### src/startup_pkg.sv
package startup_pkg;
   // Register port geometry
   localparam int ADDR_W = 8;
   localparam int DATA_W = 32;
   localparam int LEN_W = 24;
   localparam int DLY_W = 3;

   // Register offsets
   localparam logic [ADDR_W-1:0] ADDR_CTRL = 8'h00;
   localparam logic [ADDR_W-1:0] ADDR_LENGTH = 8'h04;
   localparam logic [ADDR_W-1:0] ADDR_STATUS = 8'h08;

   // Control field positions
   localparam int CTRL_MODE_LSB = 0;
   localparam int CTRL_DONE_DLY_LSB = 2;
   localparam int CTRL_GSR_DLY_LSB = 5;
   localparam int CTRL_IO_DLY_LSB = 8;
   localparam int CTRL_PULLUP_BIT = 11;
   localparam int CTRL_W = 12;

   // Status field positions
   localparam int STAT_STARTUP_BIT = 0;
   localparam int STAT_DONE_BIT = 1;
   localparam int STAT_GSR_BIT = 2;
   localparam int STAT_IO_BIT = 3;
   localparam int STAT_LINE_BIT = 4;
   localparam int STAT_FRAME_BIT = 5;
   localparam int STAT_RUN_BIT = 6;

   // Extra edges beyond the reference edge, at most four
   localparam logic [DLY_W-1:0] MAX_DELAY = 3'h4;
   localparam logic [DLY_W-1:0] FIRST_EDGE_OFFSET = 3'h1;

   // Reset values
   localparam logic [1:0] MODE_RESET = 2'h1;
   localparam logic [DLY_W-1:0] DELAY_RESET = 3'h0;
   localparam logic PULLUP_RESET = 1'b1;
   localparam logic [LEN_W-1:0] LENGTH_RESET = 24'h000000;

   typedef enum logic [1:0] {
      config_clock_unsynced_mode,
      config_clock_synced_mode,
      user_clock_unsynced_mode,
      user_clock_synced_mode
   } startup_mode_t;

   typedef enum logic [1:0] {
      ST_WAIT_INIT,
      ST_LOAD,
      ST_STARTUP,
      ST_RUN
   } seq_state_t;
endpackage

### src/completion_sync.sv
`timescale 1ns/100ps
`default_nettype none
module completion_sync
   import startup_pkg::*;
(
   input wire logic clk,
   input wire logic reset_n,
   input wire logic async_level,
   output logic sync_level
);
   logic stage1_ff;
   logic stage2_ff;

   // Line is driven by other devices, so it is treated as foreign
   always_ff @(posedge clk or negedge reset_n) begin
      if (!reset_n) begin
         stage1_ff <= 1'b0;
         stage2_ff <= 1'b0;
      end else begin
         stage1_ff <= async_level;
         stage2_ff <= stage1_ff;
      end
   end

   assign sync_level = stage2_ff;
endmodule
`default_nettype wire

### src/startup_event_timer.sv
`timescale 1ns/100ps
`default_nettype none
module startup_event_timer
   import startup_pkg::*;
(
   input wire logic clk,
   input wire logic reset_n,
   input wire logic clear,
   input wire logic arm,
   input wire logic tick,
   input wire logic [DLY_W-1:0] delay,
   output logic fired
);
   logic [DLY_W-1:0] count_ff;
   logic fired_ff;

   // Counts start-up edges while armed; fires once the count meets delay
   always_ff @(posedge clk or negedge reset_n) begin
      if (!reset_n) begin
         count_ff <= '0;
         fired_ff <= 1'b0;
      end else if (clear) begin
         count_ff <= '0;
         fired_ff <= 1'b0;
      end else if (arm && !fired_ff) begin
         if (count_ff == delay) begin
            fired_ff <= 1'b1;
         end else if (tick) begin
            count_ff <= count_ff + 3'h1;
         end
      end
   end

   assign fired = fired_ff;
endmodule
`default_nettype wire

### src/config_startup_sequencer.sv
// Overview of operation
// - Start-up begins when edge count since init equals length and end frame written.
// - Completion release, set/reset release and I/O enable are timed independently.
// - Four modes: config or user clock, each synced or unsynced.
// - User-clock modes time every start-up event from the supplied user clock.
// - Synced: set/reset and I/O events follow programmed edges after line high.
// - Unsynced: set/reset and I/O events counted in edges, ignoring the line.
// - Completion pin only pulled low or released; pull-up enabled by default.
// - Shared wired-AND line reads high only after every device released it.
// - Default mode is config clock synced; completion released on first start-up edge.
// - Synced: line held low externally stalls set/reset and I/O events.
// - Each of the two later events: immediate or one to four more edges.
// - By default both later events occur immediately once the line is high.
// - Mode and delay settings are static; locked once loading has begun.
//
// The plain strobed port and the register addresses were left to the implementer.
`timescale 1ns/100ps
`default_nettype none
module config_startup_sequencer
   import startup_pkg::*;
(
   input wire logic clk,
   input wire logic reset_n,
   input wire logic [ADDR_W-1:0] reg_addr,
   input wire logic [DATA_W-1:0] reg_wdata,
   input wire logic reg_write,
   input wire logic reg_read,
   output logic [DATA_W-1:0] reg_rdata,
   input wire logic config_clock,
   input wire logic user_startup_clock,
   input wire logic init_high,
   input wire logic end_frame_written,
   input wire logic config_restart,
   input wire logic done_in,
   output logic done_out,
   output logic done_oe,
   output logic done_pullup_en,
   output logic gsr_hold,
   output logic io_enable,
   output logic startup_active
);
   seq_state_t state_ff;
   seq_state_t nxt_state;
   logic [1:0] mode_ff;
   logic [DLY_W-1:0] done_dly_ff;
   logic [DLY_W-1:0] gsr_dly_ff;
   logic [DLY_W-1:0] io_dly_ff;
   logic pullup_ff;
   logic [LEN_W-1:0] length_ff;
   logic [LEN_W-1:0] edge_cnt_ff;
   logic frame_ff;
   logic config_clock_prev_ff;
   logic user_startup_clock_prev_ff;
   logic done_oe_ff;
   logic done_out_ff;
   logic gsr_hold_ff;
   logic io_enable_ff;
   logic [DATA_W-1:0] rdata_ff;
   logic config_clock_edge;
   logic user_startup_clock_edge;
   logic su_edge;
   logic synced;
   logic use_user;
   logic line_high;
   logic in_startup;
   logic later_arm;
   logic done_fire;
   logic gsr_fire;
   logic io_fire;
   logic len_match;
   logic cfg_locked;
   logic [DLY_W-1:0] done_target;
   logic [DATA_W-1:0] status_word;
   startup_mode_t mode;

   function automatic logic [DLY_W-1:0] clamp_delay(input logic [DLY_W-1:0] d);
      clamp_delay = (d > MAX_DELAY) ? MAX_DELAY : d;
   endfunction

   assign mode = startup_mode_t'(mode_ff);
   assign use_user = (mode == user_clock_unsynced_mode) ||
                     (mode == user_clock_synced_mode);
   assign synced = (mode == config_clock_synced_mode) ||
                   (mode == user_clock_synced_mode);
   assign config_clock_edge = config_clock && !config_clock_prev_ff;
   assign user_startup_clock_edge = user_startup_clock && !user_startup_clock_prev_ff;
   assign su_edge = use_user ? user_startup_clock_edge : config_clock_edge;
   assign in_startup = (state_ff == ST_STARTUP) || (state_ff == ST_RUN);
   assign len_match = (edge_cnt_ff == length_ff);
   assign cfg_locked = (state_ff != ST_WAIT_INIT);
   // First start-up edge is the reference, so the target is one past the setting
   assign done_target = done_dly_ff + FIRST_EDGE_OFFSET;
   // Own drive keeps the wired line low until this device also lets go
   assign later_arm = synced ? (in_startup && line_high) : in_startup;

   always_ff @(posedge clk or negedge reset_n) begin
      if (!reset_n) begin
         config_clock_prev_ff <= 1'b0;
         user_startup_clock_prev_ff <= 1'b0;
      end else begin
         config_clock_prev_ff <= config_clock;
         user_startup_clock_prev_ff <= user_startup_clock;
      end
   end

   completion_sync u_line_sync (
      .clk(clk),
      .reset_n(reset_n),
      .async_level(done_in),
      .sync_level(line_high)
   );

   // Settings accepted only while idle; a running start-up never sees them move
   always_ff @(posedge clk or negedge reset_n) begin
      if (!reset_n) begin
         mode_ff <= MODE_RESET;
         done_dly_ff <= DELAY_RESET;
         gsr_dly_ff <= DELAY_RESET;
         io_dly_ff <= DELAY_RESET;
         pullup_ff <= PULLUP_RESET;
      end else if (reg_write && (reg_addr == ADDR_CTRL) && !cfg_locked) begin
         mode_ff <= reg_wdata[CTRL_MODE_LSB +: 2];
         done_dly_ff <= clamp_delay(reg_wdata[CTRL_DONE_DLY_LSB +: DLY_W]);
         gsr_dly_ff <= clamp_delay(reg_wdata[CTRL_GSR_DLY_LSB +: DLY_W]);
         io_dly_ff <= clamp_delay(reg_wdata[CTRL_IO_DLY_LSB +: DLY_W]);
         pullup_ff <= reg_wdata[CTRL_PULLUP_BIT];
      end
   end

   always_ff @(posedge clk or negedge reset_n) begin
      if (!reset_n) begin
         length_ff <= LENGTH_RESET;
      end else if (reg_write && (reg_addr == ADDR_LENGTH) && !cfg_locked) begin
         length_ff <= reg_wdata[LEN_W-1:0];
      end
   end

   // Frame mark: a new end frame in the restart cycle still counts
   always_ff @(posedge clk or negedge reset_n) begin
      if (!reset_n) begin
         frame_ff <= 1'b0;
      end else if (end_frame_written && (state_ff != ST_WAIT_INIT || init_high)) begin
         frame_ff <= 1'b1;
      end else if (config_restart) begin
         frame_ff <= 1'b0;
      end
   end

   // Config clock edges after init rises; holds at the match
   always_ff @(posedge clk or negedge reset_n) begin
      if (!reset_n) begin
         edge_cnt_ff <= '0;
      end else if (config_restart || state_ff == ST_WAIT_INIT) begin
         edge_cnt_ff <= '0;
      end else if (state_ff == ST_LOAD && config_clock_edge && !len_match) begin
         edge_cnt_ff <= edge_cnt_ff + 24'h000001;
      end
   end

   always_comb begin
      nxt_state = state_ff;
      case (state_ff)
         ST_WAIT_INIT: begin
            if (init_high) begin
               nxt_state = ST_LOAD;
            end
         end
         ST_LOAD: begin
            if (len_match && frame_ff) begin
               nxt_state = ST_STARTUP;
            end
         end
         ST_STARTUP: begin
            if (done_fire && gsr_fire && io_fire) begin
               nxt_state = ST_RUN;
            end
         end
         ST_RUN: begin
            nxt_state = ST_RUN;
         end
         default: begin
            nxt_state = ST_WAIT_INIT;
         end
      endcase
      if (config_restart) begin
         nxt_state = ST_WAIT_INIT;
      end
   end

   always_ff @(posedge clk or negedge reset_n) begin
      if (!reset_n) begin
         state_ff <= ST_WAIT_INIT;
      end else begin
         state_ff <= nxt_state;
      end
   end

   startup_event_timer u_done_timer (
      .clk(clk),
      .reset_n(reset_n),
      .clear(config_restart),
      .arm(in_startup),
      .tick(su_edge),
      .delay(done_target),
      .fired(done_fire)
   );

   startup_event_timer u_gsr_timer (
      .clk(clk),
      .reset_n(reset_n),
      .clear(config_restart),
      .arm(later_arm),
      .tick(su_edge),
      .delay(gsr_dly_ff),
      .fired(gsr_fire)
   );

   startup_event_timer u_io_timer (
      .clk(clk),
      .reset_n(reset_n),
      .clear(config_restart),
      .arm(later_arm),
      .tick(su_edge),
      .delay(io_dly_ff),
      .fired(io_fire)
   );

   // Pin only ever pulled low or let go; the level is never driven high
   always_ff @(posedge clk or negedge reset_n) begin
      if (!reset_n) begin
         done_oe_ff <= 1'b1;
         done_out_ff <= 1'b0;
      end else if (config_restart) begin
         done_oe_ff <= 1'b1;
         done_out_ff <= 1'b0;
      end else begin
         done_oe_ff <= !done_fire;
         done_out_ff <= 1'b0;
      end
   end

   // Restart drops the outputs at once, not a cycle after the timers clear
   always_ff @(posedge clk or negedge reset_n) begin
      if (!reset_n) begin
         gsr_hold_ff <= 1'b1;
         io_enable_ff <= 1'b0;
      end else if (config_restart) begin
         gsr_hold_ff <= 1'b1;
         io_enable_ff <= 1'b0;
      end else begin
         gsr_hold_ff <= !gsr_fire;
         io_enable_ff <= io_fire;
      end
   end

   always_comb begin
      status_word = '0;
      status_word[STAT_STARTUP_BIT] = (state_ff == ST_STARTUP);
      status_word[STAT_DONE_BIT] = done_fire;
      status_word[STAT_GSR_BIT] = gsr_fire;
      status_word[STAT_IO_BIT] = io_fire;
      status_word[STAT_LINE_BIT] = line_high;
      status_word[STAT_FRAME_BIT] = frame_ff;
      status_word[STAT_RUN_BIT] = (state_ff == ST_RUN);
   end

   // Read data live for one cycle only, zero otherwise and for unmapped offsets
   always_ff @(posedge clk or negedge reset_n) begin
      if (!reset_n) begin
         rdata_ff <= '0;
      end else if (reg_read) begin
         case (reg_addr)
            ADDR_CTRL: begin
               rdata_ff <= {20'h00000, pullup_ff, io_dly_ff, gsr_dly_ff, done_dly_ff, mode_ff};
            end
            ADDR_LENGTH: begin
               rdata_ff <= {8'h00, length_ff};
            end
            ADDR_STATUS: begin
               rdata_ff <= status_word;
            end
            default: begin
               rdata_ff <= '0;
            end
         endcase
      end else begin
         rdata_ff <= '0;
      end
   end

   assign reg_rdata = rdata_ff;
   assign done_out = done_out_ff;
   assign done_oe = done_oe_ff;
   assign done_pullup_en = pullup_ff;
   assign gsr_hold = gsr_hold_ff;
   assign io_enable = io_enable_ff;
   assign startup_active = in_startup;
endmodule
`default_nettype wire

### config.mk
export PLATFORM = sky130hd
export DESIGN_NAME = config_startup_sequencer
export DESIGN_NICKNAME = d
export VERILOG_FILES = /design/src/startup_pkg.sv /design/src/completion_sync.sv /design/src/startup_event_timer.sv /design/src/config_startup_sequencer.sv
export SDC_FILE = /design/constraint.sdc
export NUM_CORES = 1
export LEC_CHECK = 0
export BUFFER_PORTS_ARGS = -buffer_cell sky130_fd_sc_hd__buf_2
export CAP_MARGIN = 0
export CORE_ASPECT_RATIO = 2
export CORE_MARGIN = 5
export CORE_UTILIZATION = 58
export CTS_CLUSTER_DIAMETER = 200
export DETAILED_ROUTE_END_ITERATION = 16
export PLACE_DENSITY_LB_ADDON = 0.2
export SYNTH_ARGS = -nofsm -noshare
export SYNTH_HDL_FRONTEND = slang
export SYNTH_SLANG_ARGS = --single-unit
### constraint.sdc
create_clock -name clk -period 4.45 [get_ports clk]
set_input_delay 0.445 -clock clk [delete_from_list [all_inputs] [get_ports clk]]
set_output_delay 0.445 -clock clk [all_outputs]
set_load 0.005 [all_outputs]
==> results.sh <==
export IMPL_drtAntennaViolNets=0
export IMPL_power_total_mw=2.10
export IMPL_final_min_period_over_clock_period_pct=62.4
export IMPL_clk_latency_ns=0.35
export IMPL_cts_repair_timing_setup_buffer_count=0
export IMPL_clock_skew_ns=0.00565
export IMPL_synth_ff_latch_count=106
export IMPL_maximum_clock_insertion_buffer_count=2
export IMPL_synth_warning_count=0
export IMPL_met1_grt_util_pct=23.0
export IMPL_start_kind="flop"
export IMPL_synth_area_mux_share_pct=11.1
export IMPL_synth_compound_gate_area_share_pct=7.73
export IMPL_h_tree_depth=3
export IMPL_netlist_area_sq_um=5250
export IMPL_clk_root_buffer_cell="sky130_fd_sc_hd__clkbuf_16"
export IMPL_setup_viol=0
export IMPL_ff2ff_path_depth=6
export IMPL_design_core_area_sq_um=8950
export IMPL_hold_buffers=0
export IMPL_cts_tree="done"
export IMPL_synthTopCellsByArea="sky130_fd_sc_hd__dfrtp_1 49%, sky130_fd_sc_hd__xnor2_1 6.5%, sky130_fd_sc_hd__mux2_4 5.7%"
export IMPL_post_dr_vias_cell=5.75
export IMPL_timing_final_max_slew_violations=0
export IMPL_timing_fmax_mhz=360
export IMPL_sequential_to_total_area_share_from_yosys_stat_pct=50.7
export IMPL_max_fo_critical_path=18
export IMPL_cp_required_ns=4.67
export IMPL_layout_min_cycle_time_ns=2.78
export IMPL_cts_buffers=9
export IMPL_nets_final=588
export IMPL_placement_io_buffers=70
export IMPL_post_drt_wl_per_cell_um=18.6
export IMPL_postSynth_asyncResetShare_pct=100
export IMPL_drtIter0Drc=242
export IMPL_critPathCaptureType="flop"
export IMPL_timing_hold_worst_class="input pin to flop"
export IMPL_cts_repair_resize_count=0
export IMPL_power_per_cell_area_nw_per_um2=358
export IMPL_syn_avg_cell_area_sq_um=11.1
export IMPL_maxCapViolCount=0
export IMPL_grt_use_total_pct=22.2
export IMPL_grt_busiest_layer="met2"
export IMPL_place_congestion=0.866
export IMPL_die_area_sq_um=11200
export IMPL_syn_instance_count=472
export IMPL_most_used_standard_cells_in_the_synthesized_netlist="102 x sky130_fd_sc_hd__dfrtp_1, 47 x sky130_fd_sc_hd__nor2_1, 39 x sky130_fd_sc_hd__xnor2_1"
export IMPL_synth_xor_area_share_pct=7.85
export IMPL_grt_setup_unrepaired="false"
export IMPL_synth_flop_cell="sky130_fd_sc_hd__dfrtp_1"
export IMPL_cp_data_arrival_time_ns=2.99
export IMPL_synth_enable_flop_cells=0
export IMPL_total_leakage_power_nw=2.80
export IMPL_vias=3681
export IMPL_die_y_um=145
export IMPL_dp_worst_setup_slack_ns=1.65
export IMPL_wl_um=11900
export IMPL_post_synth_top_area_cell="sky130_fd_sc_hd__dfrtp_1"
export IMPL_antenna_cells=0
export IMPL_globalRoute_totalOverflow=0
export IMPL_synthMostInstantiatedCell="sky130_fd_sc_hd__dfrtp_1"
export IMPL_final_layout_size_suffix_gt1_share_pct=24.7
export IMPL_post_route_drc=0
export IMPL_setup_tns_after_final_layout_ns=0
export IMPL_number_of_global_route_vias_before_repair=3845
export IMPL_synthToLayoutAreaGrowth_pct=11.8
export IMPL_count_of_cell_types_in_the_netlist=60
export IMPL_synth_adder_area_share_pct=1.19
export IMPL_worst_setup_hold_path_clk_slew_ns=0.07
export IMPL_clock_sinks=106
export IMPL_post_synth_and_or_nand_nor_area_fraction_pct=16.2
export IMPL_grt_first_pass_wirelength_um=19300
export IMPL_hold_viol=0
export IMPL_worst_max_slew_pin_slew_ns=1.01
export IMPL_status="completed"
export IMPL_die_w_um=77.3
export IMPL_worst_ir_drop_vdd_mv=0.246
export IMPL_synth_top_family_by_area="simple AND/OR/NAND/NOR gates"
export IMPL_synth_top_cell_area_share_pct=48.7
export IMPL_antenna_found_initial=0
export IMPL_initial_utilization_pct=58.6
export IMPL_drt_pre_antenna_iters=4
export IMPL_io_pin_count=88
export IMPL_grt_start_max_net_pins=82
export IMPL_hold_path_cell_count=1
export IMPL_grt_use_met3_pct=4.30
export IMPL_post_route_worst_setup_slack_ns=1.67
export IMPL_fp_row_count=49
export IMPL_globalRouteMet2Util_pct=40.3
export IMPL_timing_setup_critical_path_class="flop to flop"
export IMPL_max_slew_margin_pct=32.6
export IMPL_detailedPlacementHpwl_um=8890
[critical path: stages (launching register included)]
cell and delay, ns:
sky130_fd_sc_hd__dfrtp_1 0.43, sky130_fd_sc_hd__xnor2_1 0.27, sky130_fd_sc_hd__nand4_1 0.19, sky130_fd_sc_hd__nor2_1 0.61, sky130_fd_sc_hd__and2_0 0.75, sky130_fd_sc_hd__o311ai_0 0.27
sky130_fd_sc_hd__o41ai_1 0.13
[metal layers]
metal	part of all wire [%]	routed length [um]	vias up
li1	-	-	1728
met1	35	4200	1821
met2	55	6580	95
met3	3.4	403	37
met4	6.2	742	0
met5	0	0	-
[worst paths after layout]
check,end,start,slack [ns]
setup / recovery,edge_cnt_ff[20]$_DFFE_PN0P_,length_ff[8]$_DFFE_PN0P_,1.67
hold / removal,u_line_sync.stage1_ff$_DFF_PN0_,done_in,0.20
setup reg to reg,edge_cnt_ff[20]$_DFFE_PN0P_,length_ff[8]$_DFFE_PN0P_,1.67
hold reg to reg,u_line_sync.sync_level$_DFF_PN0_,u_line_sync.stage1_ff$_DFF_PN0_,0.35
max in group asynchronous,length_ff[22]$_DFFE_PN0P_,reset_n,3.25
min in group asynchronous,reg_rdata[13]$_DFF_PN0_,reset_n,0.26
[cell families after synthesis]
| family | count (synthesis) |
|---|---|
| compound gates | 62 |
| fa+ha+maj | 5 |
| mux | 47 |
| flops | 106 |
| simple gates | 159 |
| other cells | 1 |
| xor+xnor | 47 |
| buf+inv | 45 |
[stage by stage]
| stage | cells | utilization [%] | hold slack [ns] | instance area (sq um) |
|---|---|---|---|---|
| 2_1_floorplan | 480 | - | 0.149 | 5280 |
| 3_3_place_gp | 624 | 62.2 | 0.335 | 5570 |
| 3_5_place_dp | 624 | 62.2 | 0.339 | 5570 |
| 4_1_cts | 640 | 65.5 | 0.194 | 5860 |
| 5_1_grt | 640 | 65.5 | 0.199 | 5860 |
| 6_report | 640 | 65.5 | 0.196 | 5860 |
[power breakdown]
group,switching (mW),internal (mW)
Combinational,0.152,0.101
Sequential,0.0439,1.00
Clock,0.346,0.452
Total,0.542,1.56
[registers in the layout, indices dropped and copies added, names as in the netlist]
register / cells
u_done_timer.count_ff: 3
done_oe: 1
u_done_timer.fired: 1
state_ff: 2
done_dly_ff: 3
mode: 2
frame_ff: 1
io_enable: 1
u_gsr_timer.count_ff: 3
io_dly_ff: 3
length_ff: 24
edge_cnt_ff: 24
config_clock_prev_ff: 1
gsr_hold: 1
reg_rdata: 24
done_pullup_en: 1
u_line_sync.sync_level: 1
u_io_timer.fired: 1
u_gsr_timer.fired: 1
u_io_timer.count_ff: 3
gsr_dly_ff: 3
u_line_sync.stage1_ff: 1
user_startup_clock_prev_ff: 1
[placed cells by master, fill, tap and decap left out, drive strengths merged, types with 2 or more instances in the layout]
| cell type | netlist | final |
|---|---|---|
| a2111oi | 4 | 4 |
| a211oi | 7 | 7 |
| a21o | 3 | 3 |
| a21oi | 15 | 15 |
| and2 | 14 | 14 |
| and3 | 3 | 3 |
| buf | 19 | 74 |
| clkbuf | 13 | 12 |
| clkinv | 0 | 2 |
| conb | 1 | 9 |
| dfrtp | 102 | 102 |
| dfstp | 4 | 4 |
| ha | 5 | 5 |
| inv | 13 | 13 |
| mux2 | 31 | 31 |
| mux2i | 16 | 16 |
| nand2 | 29 | 29 |
| nand2b | 7 | 7 |
| nand3 | 12 | 12 |
| nand4 | 12 | 12 |
| nor2 | 47 | 47 |
| nor2b | 4 | 4 |
| nor3 | 7 | 7 |
| nor4 | 2 | 2 |
| o21a | 3 | 3 |
| o21ai | 17 | 17 |
| o41a | 2 | 2 |
| or2 | 2 | 2 |
| or3 | 11 | 11 |
| or4 | 5 | 5 |
| xnor2 | 39 | 39 |
| xor2 | 8 | 8 |
[cell type report]
class,instances,area [sq um]
Timing Repair Buffer,74,383
Inverter,13,48.8
Tap cell,102,128
Clock buffer,12,246
Multi-Input combinational cell,329,2350
Fill cell,770,3090
Clock inverter,4,51.3
Sequential cell,106,2660
No activity file was read; power rests on OpenSTA's default activity.
